===== src/common/sasop_defs.svh =====
// register map, data positions and counts for the serial audio output port
// Contract
// RULE1 - samples go out two's-complement, msb first
// RULE2 - left word always precedes right word
// RULE3 - read edge select picks transmit clock edge
// RULE4 - master mode drives all three clocks
// RULE5 - master frame is 64 bits, two fields
// RULE6 - slave word clock driven except position mode
// RULE7 - host derives slave clocks from one source
// RULE8 - gated or continuous slave bit clock works
// RULE9 - any idle bit clocks before channel change
// RULE10 - slave right-justified msb on cycle 17
// RULE11 - word clock input sampled, msb follows next
// RULE12 - slave left-justified msb on first edge
// RULE13 - slave i2s word clock rises second cycle
// RULE14 - master right-justified framing from cycle 17
// RULE15 - master plus-one pulses word clock once
// RULE16 - master left-justified msb at field start
// RULE17 - master i2s msb delayed one cycle
// RULE18 - slave idle until low-then-high channel clock
// RULE19 - two level flag bits per sample, msb first
// RULE20 - words update in last eighth of frame
`ifndef SASOP_DEFS_SVH
`define SASOP_DEFS_SVH
`define SASOP_WORD_W 16
`define SASOP_TAG_W 2
`define SASOP_ADDR_CTRL 4'h0
`define SASOP_ADDR_STAT 4'h4
`define SASOP_CTRL_RST 4'h0
`define SASOP_POS_LJ 5'h00
`define SASOP_POS_I2S 5'h01
`define SASOP_POS_RJ 5'h10
`define SASOP_POS_RJ1 5'h11
`define SASOP_WORD_SPAN 5'h0F
`define SASOP_CNT_LAST 5'h1F
`define SASOP_CNT_UPD 5'h18
`define SASOP_CNT_TAG0 5'h00
`define SASOP_CNT_TAG1 5'h01
`define SASOP_WCLK_PULSE 5'h10
`define SASOP_BITS_LAST 4'hF
`define SASOP_FRAME_RST 6'h3F
`endif


===== src/common/sasop_pkg.sv =====
// types shared by the serial audio output port
`default_nettype none
`include "sasop_defs.svh"
package sasop_pkg;
  typedef struct packed {
    logic read_edge;
    logic msb_delay_n;
    logic justify;
    logic slave;
  } sasop_ctrl_s;
  typedef struct packed {
    logic [`SASOP_TAG_W-1:0] tag_left;
    logic [`SASOP_TAG_W-1:0] tag_right;
    logic [`SASOP_WORD_W-1:0] left;
    logic [`SASOP_WORD_W-1:0] right;
  } sasop_sample_s;
  typedef enum logic [2:0] {
    ST_IDLE = 3'b001,
    ST_ARMED = 3'b010,
    ST_RUN = 3'b100
  } sasop_state_e;
endpackage
`default_nettype wire


===== src/hw/sasop_port.sv =====
// serial audio output port: framing, clocks, shifter and register slave
//
// The register addresses and the strobed register port were decided locally.
`default_nettype none
`include "sasop_defs.svh"
module sasop_port import sasop_pkg::*; #(
  parameter int BCLK_HALF = 2
) (
  input wire logic clk_sys,
  input wire logic sys_rst,
  input wire logic [3:0] bus_addr,
  input wire logic [31:0] bus_wdata,
  input wire logic bus_wr,
  input wire logic bus_rd,
  output logic [31:0] bus_rdata,
  input wire sasop_sample_s sample_in,
  input wire logic sample_valid,
  input wire logic bit_clock_in,
  output logic bit_clock_out,
  output logic bit_clock_oe_n,
  input wire logic channel_select_clock_in,
  output logic channel_select_clock_out,
  output logic channel_select_clock_oe_n,
  input wire logic word_clock_in,
  output logic word_clock_out,
  output logic word_clock_oe_n,
  output logic serial_data_out,
  output logic level_flag_out
);
  localparam int DIV_W = $clog2(BCLK_HALF) + 1;
  localparam logic [DIV_W-1:0] DIV_LAST = DIV_W'(BCLK_HALF - 1);

  // first data cycle of a field for the selected mode
  function automatic logic [4:0] start_pos(input sasop_ctrl_s c);
    if (c.justify) begin
      if (c.msb_delay_n || c.slave) begin
        start_pos = `SASOP_POS_RJ;
      end else begin
        start_pos = `SASOP_POS_RJ1;
      end
    end else if (c.msb_delay_n) begin
      start_pos = `SASOP_POS_LJ;
    end else begin
      start_pos = `SASOP_POS_I2S;
    end
  endfunction

  sasop_ctrl_s ctrl, next_ctrl;
  sasop_state_e state, next_state;
  sasop_sample_s pend, next_pend;
  sasop_sample_s cur, next_cur;
  logic [DIV_W-1:0] div, next_div;
  logic [5:0] frame, next_frame;
  logic [4:0] cnt, next_cnt;
  logic [`SASOP_WORD_W-1:0] shreg, next_shreg;
  logic [3:0] bits_left, next_bits_left;
  logic field_channel_select_clock, next_field_channel_select_clock;
  logic started, next_started;
  logic wclk_seen, next_wclk_seen;
  logic bclk_q, channel_select_clock_q;
  logic [31:0] next_rdata;
  logic next_bclk_out;
  logic next_bclk_oe_n;
  logic next_channel_select_clock_out;
  logic next_channel_select_clock_oe_n;
  logic next_wclk_out;
  logic next_wclk_oe_n;
  logic next_sdo;
  logic next_tag;
  logic tx_lvl;
  logic tx_ev, smp_ev;
  logic wclk_in_mode;
  logic new_field;
  logic started_eff, seen_eff;
  logic start_now;
  logic channel_select_clock_n;
  logic [4:0] cnt_n;
  logic [4:0] pos;
  logic [`SASOP_WORD_W-1:0] word;
  logic [`SASOP_TAG_W-1:0] tag;
  logic ctrl_wr;

  always_comb begin
    next_ctrl = ctrl;
    next_state = state;
    next_pend = pend;
    next_cur = cur;
    next_div = div;
    next_frame = frame;
    next_cnt = cnt;
    next_shreg = shreg;
    next_bits_left = bits_left;
    next_field_channel_select_clock = field_channel_select_clock;
    next_started = started;
    next_wclk_seen = wclk_seen;
    next_bclk_out = bit_clock_out;
    next_channel_select_clock_out = channel_select_clock_out;
    next_wclk_out = word_clock_out;
    next_sdo = serial_data_out;
    next_tag = level_flag_out;
    next_rdata = '0;
    tx_lvl = ~ctrl.read_edge;
    wclk_in_mode = ctrl.slave & ctrl.justify & ~ctrl.msb_delay_n;
    pos = start_pos(ctrl);
    tx_ev = 1'b0;
    smp_ev = 1'b0;
    new_field = 1'b0;
    started_eff = started;
    seen_eff = wclk_seen;
    start_now = 1'b0;
    cnt_n = cnt;
    channel_select_clock_n = field_channel_select_clock;
    word = '0;
    tag = '0;
    ctrl_wr = bus_wr && (bus_addr == `SASOP_ADDR_CTRL);
    // RULE4 RULE6 pin directions
    next_bclk_oe_n = ctrl.slave;
    next_channel_select_clock_oe_n = ctrl.slave;
    next_wclk_oe_n = wclk_in_mode;

    if (bus_rd) begin
      case (bus_addr)
        `SASOP_ADDR_CTRL: next_rdata = {28'h0000000, ctrl};
        `SASOP_ADDR_STAT: next_rdata = {24'h000000, state == ST_RUN, field_channel_select_clock, 1'b0, cnt};
        default: next_rdata = '0;
      endcase
    end
    if (sample_valid) begin
      next_pend = sample_in;
    end

    // RULE3 RULE8 transmit and sample edges
    if (ctrl.slave) begin
      tx_ev = (bclk_q != bit_clock_in) && (bit_clock_in == tx_lvl);
      smp_ev = (bclk_q != bit_clock_in) && (bit_clock_in != tx_lvl);
    end else if (div == DIV_LAST) begin
      next_div = '0;
      next_bclk_out = ~bit_clock_out;
      tx_ev = (~bit_clock_out == tx_lvl);
      smp_ev = ~tx_ev;
    end else begin
      next_div = div + 1'b1;
    end

    // RULE18 slave start-up arming
    case (state)
      ST_IDLE: begin
        if (!ctrl.slave) begin
          next_state = ST_RUN;
        end else if (channel_select_clock_oe_n && channel_select_clock_q && !channel_select_clock_in) begin
          next_state = ST_ARMED;
        end
      end
      ST_ARMED: begin
        if (!channel_select_clock_q && channel_select_clock_in) begin
          next_state = ST_RUN;
        end
      end
      ST_RUN: next_state = ST_RUN;
      default: next_state = ST_IDLE;
    endcase

    if (state == ST_RUN && tx_ev) begin
      if (ctrl.slave) begin
        if (channel_select_clock_in != field_channel_select_clock) begin
          new_field = 1'b1;
          cnt_n = '0;
          channel_select_clock_n = channel_select_clock_in;
        end else if (cnt != `SASOP_CNT_LAST) begin
          // RULE9 count saturates over idle clocks
          cnt_n = cnt + 1'b1;
        end
      end else begin
        // RULE5 64-bit frame, high then low field
        next_frame = frame + 1'b1;
        cnt_n = next_frame[4:0];
        channel_select_clock_n = ~next_frame[5];
        new_field = (cnt_n == '0);
      end
      next_cnt = cnt_n;
      next_field_channel_select_clock = channel_select_clock_n;
      next_channel_select_clock_out = channel_select_clock_n;
      started_eff = started & ~new_field;
      seen_eff = wclk_seen & ~new_field;
      next_started = started_eff;
      next_wclk_seen = seen_eff;
      // RULE2 high field carries left word
      word = channel_select_clock_n ? cur.left : cur.right;
      tag = channel_select_clock_n ? cur.tag_left : cur.tag_right;
      // RULE10 RULE11 RULE12 RULE16 RULE17 start point
      if (wclk_in_mode) begin
        start_now = seen_eff & ~started_eff;
      end else begin
        start_now = (cnt_n == pos) & ~started_eff;
      end
      // RULE1 msb first shifter
      if (start_now) begin
        next_sdo = word[`SASOP_WORD_W-1];
        next_shreg = {word[`SASOP_WORD_W-2:0], 1'b0};
        next_bits_left = `SASOP_BITS_LAST;
        next_started = 1'b1;
      end else if (bits_left != '0) begin
        next_sdo = shreg[`SASOP_WORD_W-1];
        next_shreg = {shreg[`SASOP_WORD_W-2:0], 1'b0};
        next_bits_left = bits_left - 1'b1;
      end else begin
        next_sdo = 1'b0;
      end
      // RULE14 RULE15 RULE13 word clock framing
      if (!ctrl.slave && ctrl.justify && !ctrl.msb_delay_n) begin
        next_wclk_out = (cnt_n == `SASOP_WCLK_PULSE);
      end else begin
        next_wclk_out = (cnt_n >= pos) && (cnt_n <= pos + `SASOP_WORD_SPAN);
      end
      // RULE19 level flag bits, msb first
      if (cnt_n == `SASOP_CNT_TAG0) begin
        next_tag = tag[1];
      end else if (cnt_n == `SASOP_CNT_TAG1) begin
        next_tag = tag[0];
      end else begin
        next_tag = 1'b0;
      end
      // RULE20 reload only in last eighth
      if (!channel_select_clock_n && cnt_n == `SASOP_CNT_UPD) begin
        next_cur = pend;
      end
    end

    // RULE11 word clock input on sampling edge
    if (state == ST_RUN && smp_ev && wclk_in_mode && word_clock_in && !started) begin
      next_wclk_seen = 1'b1;
    end

    // a mode change restarts framing and drops the word in the shifter; cur keeps its words for the first frame of the new format
    if (ctrl_wr) begin
      next_ctrl = bus_wdata[3:0];
      next_state = ST_IDLE;
      next_frame = `SASOP_FRAME_RST;
      next_cnt = '0;
      next_bits_left = '0;
      next_field_channel_select_clock = 1'b0;
      next_channel_select_clock_out = 1'b0;
      next_started = 1'b0;
      next_wclk_seen = 1'b0;
      next_sdo = 1'b0;
      next_tag = 1'b0;
      next_wclk_out = 1'b0;
    end
  end

  always_ff @(posedge clk_sys) begin
    if (sys_rst) begin
      ctrl <= `SASOP_CTRL_RST;
      state <= ST_IDLE;
      pend <= '0;
      cur <= '0;
      div <= '0;
      frame <= `SASOP_FRAME_RST;
      cnt <= '0;
      shreg <= '0;
      bits_left <= '0;
      field_channel_select_clock <= 1'b0;
      started <= 1'b0;
      wclk_seen <= 1'b0;
      bclk_q <= 1'b0;
      channel_select_clock_q <= 1'b0;
      bus_rdata <= '0;
      bit_clock_out <= 1'b0;
      bit_clock_oe_n <= 1'b1;
      channel_select_clock_out <= 1'b0;
      channel_select_clock_oe_n <= 1'b1;
      word_clock_out <= 1'b0;
      word_clock_oe_n <= 1'b1;
      serial_data_out <= 1'b0;
      level_flag_out <= 1'b0;
    end else begin
      ctrl <= next_ctrl;
      state <= next_state;
      pend <= next_pend;
      cur <= next_cur;
      div <= next_div;
      frame <= next_frame;
      cnt <= next_cnt;
      shreg <= next_shreg;
      bits_left <= next_bits_left;
      field_channel_select_clock <= next_field_channel_select_clock;
      started <= next_started;
      wclk_seen <= next_wclk_seen;
      bclk_q <= bit_clock_in;
      channel_select_clock_q <= channel_select_clock_in;
      bus_rdata <= next_rdata;
      bit_clock_out <= next_bclk_out;
      bit_clock_oe_n <= next_bclk_oe_n;
      channel_select_clock_out <= next_channel_select_clock_out;
      channel_select_clock_oe_n <= next_channel_select_clock_oe_n;
      word_clock_out <= next_wclk_out;
      word_clock_oe_n <= next_wclk_oe_n;
      serial_data_out <= next_sdo;
      level_flag_out <= next_tag;
    end
  end
endmodule
`default_nettype wire


===== config.mk =====
export PLATFORM = sky130hd
export DESIGN_NAME = sasop_port
export DESIGN_NICKNAME = d
export VERILOG_FILES = /design/src/common/sasop_pkg.sv /design/src/hw/sasop_port.sv
export VERILOG_INCLUDE_DIRS = /design/src /design/src/common
export SDC_FILE = /design/constraint.sdc
export NUM_CORES = 1
export LEC_CHECK = 0
export BUFFER_PORTS_ARGS = -buffer_cell sky130_fd_sc_hd__buf_2
export CORE_ASPECT_RATIO = 0.8
export CORE_MARGIN = 2
export CORE_UTILIZATION = 55
export CTS_BUF_LIST = sky130_fd_sc_hd__clkbuf_16
export DETAILED_ROUTE_END_ITERATION = 6
export GPL_ROUTABILITY_DRIVEN = 0
export PLACE_DENSITY_LB_ADDON = 0.25
export SLEW_MARGIN = 30
export SYNTH_ARGS = -nofsm -noshare
export SYNTH_HDL_FRONTEND = slang
export SYNTH_SLANG_ARGS = --single-unit
export TNS_END_PERCENT = 5

===== constraint.sdc =====
create_clock -name clk_sys -period 3.6 [get_ports clk_sys]
set_input_delay 0.36 -clock clk_sys [delete_from_list [all_inputs] [get_ports clk_sys]]
set_output_delay 0.36 -clock clk_sys [all_outputs]
set_load 0.01 [all_outputs]

==> metrics.csv <==
metric;value;unit
core_area;0.0109;sq mm
fin_total_pwr;3770;uW
firstDrtPassIters;4;
cp_max_fanout;14;
globalRouteOverflowTotal;0;
initial_utilization;0.569;
crit_path_end_kind;flop;
grt_setup_unrepaired;false;
overall_die_height;99.2;um
grtUsageTotal;0.252;
insertion_delay;410;ps
number_of_hold_violations_in_the_final_report;0;
layout.cells.non_filler;911;
grt_first_pass_wirelength;24300;um
top_level_ports;120;
finalClockSkew;10.1;ps
post_synth_inst_count;705;
worstSetupStartpoint;frame[0];
status;finished, final reports clean;
fin_max_slew_vios;0;
post_drt_wl_per_cell;16.2;um
period_share;0.945;
cellInternalPower;2840;uW
max_slew.worst_pin.slew;799;ps
total_switching_power;930;uW
cp_arrival;3720;ps
timing.fmax;294;MHz
cts_inserted_buffers;17;
drtAntennaViolNets;0;
synthFlopType;dfxtp_1;
sequentialPowerShare;0.396;
diodes;0;
cts_hold_buf;0;
final_critical_path_setup_slack;197;ps
switching_fraction_of_total_power;0.246;
finalSetupViolCount;0;
hold_path_class;input port to flop;
viasPerCell;5.83;
largest_net_degree_at_the_start_of_global_routing;79;
tritoncts_clock_tree;done;
cts_num_sinks;129;
post_cts.repair.setup_buffers;0;
min-delay-start;sample_in[14];
cts.reportedPaths.clkPinSlew;60;ps
route.detailed.drc;0;
die_area;0.0122;sq mm
port-buffer-count;66;
layout_min_cycle_time;3400;ps
maxSlewHeadroom;0.460;
dp.cells;879;
via_count_of_the_first_global_routing_pass;5064;
clk_path_buf_depth;2;
syn-cell-area;0.00622;sq mm
totalNegativeSetupSlack;0;ps
synth-async-reset-ratio;0;
synth_warnings;0;
timing.max_cap.violations;0;
final_common_cell;dfxtp_1;
post_cts_sizing_count;0;
drtIter0Drc;425;
ys_seq_elements;129;
fin_nets;846;
synth.yosys.seq_area_share;0.415;
post_route_cells_drive_above_1_share;0.184;
wl;14800;um
max-vdd-ir-drop;0.000352;V
synth_area_per_cell;8.83;sq um
syn_to_final_growth;15.8;%
rows;34;
grt_antenna_before_repair;0;
p_comb_frac;0.100;
place_ws;253;ps
clock_power_share;0.503;
clk_root_buffer_cell;clkbuf_16;
hpwlAfterDp;9890;um
htreeDepth;4;
via_count;5308;
critPathRequiredTime;3910;ps
power.static_leakage;0.00285;uW
setup.worst_path.start_class;flop;
timing_worst_setup_path_type;flop to flop;
die_width;123;um
r2r-start;frame[0];
mostFrequentLayoutCells;dfxtp_1, a21oi_1, buf_2;
synth-edff-count;0;
power.density_cell_area;524;mW/mm^2
yosys.cell_types.count;65;
==> logic make-up after synthesis <==
kind of cell,count (synthesis),synth area share
AND/OR/NAND/NOR,222,0.186
multiplexers,55,0.0894
flip-flops,129,0.415
adder cells (fa/ha/maj),13,0.0257
other,1,0.000602
XOR/XNOR,12,0.0181
AO/OA/AOI/OAI,166,0.178
buffers and inverters,107,0.0864
==> registers in the layout, indices dropped and copies added, names as in the netlist, 2 cells and up <==
register   flops
cur           36
pend          36
shreg         15
bus_rdata      7
frame          6
cnt            5
bits_left      4
ctrl           3
state          3
div            2
==> power by group through the flow <==
stage / Sequential, uW / Combinational (uW) / Clock (uW)
floorplan: 1520 / 293 / 0
global placement: 1520 / 361 / 0
global route: 1500 / 417 / 1980
detailed placement: 1530 / 372 / 0
finish: 1500 / 379 / 1900
CTS: 1490 / 375 / 1910
==> synthesized netlist by cell type (5+ instances only) <==
cell type  number  area share
nand3_1        10      0.0080
and3_1         17       0.017
nand4_1        45       0.045
inv_1          27       0.016
buf_2          10      0.0080
o32ai_2        11       0.029
dfxtp_1       129        0.41
a22oi_1         8      0.0096
nor2b_1         7      0.0070
nand2_1        39       0.024
clkbuf_1       32       0.019
nor2_1         64       0.039
nor3_1         14       0.011
ha_1           12       0.024
mux2i_1        53       0.085
nand2b_1        6      0.0060
buf_1           7      0.0042
buf_4          27       0.033
o21ai_0        43       0.035
a21oi_1        65       0.052
o22ai_1         5      0.0050
xor2_1          7      0.0098
==> critical path, stage by stage, from the launching register on <==
cell and delay (ps):
dfxtp_1 590, ha_1 370, nand3_1 130, xnor2_1 380
o2bb2ai_1 190, ha_1 170, nand3_1 110, o311a_1 350
or4_1 480, buf_4 220, o32ai_1 300
==> area by class of cell <==
class | instances | area, sq um
flip-flops and latches | 129 | 2580
repair buffers | 85 | 475
inverters | 28 | 105
multi-input cells | 493 | 3210
clock inverters | 15 | 228
well taps | 144 | 180
fillers | 870 | 3730
clock buffers | 17 | 425
==> metal layers <==
layer | wire, um | vias up | global-route usage | share of wire
met5 | 0 | - | 0 | 0
met1 | 6710 | 2505 | 0.328 | 0.45
li1 | - | 2591 | - | -
met3 | 955 | 18 | 0.0631 | 0.065
met2 | 6950 | 194 | 0.410 | 0.47
met4 | 181 | 0 | 0.0796 | 0.012
==> per-stage QoR <==
step	hold WS [ps]	util	cell area [sq um]
global route	178	0.659	7210
finish	180	0.659	7210
detailed placement	444	0.599	6550
floorplan	419	-	6310
CTS	178	0.659	7200
global placement	430	0.599	6550
==> final timing paths <==
path / endpoint / cells after the start / slack (ps)
max: shreg[5] / 10 / 200
min: pend[14] / 3 / 180
max reg2reg: shreg[5] / 10 / 200
min reg2reg: shreg[2] / 2 / 460
Note: power is estimated with default switching activity, not from simulation.
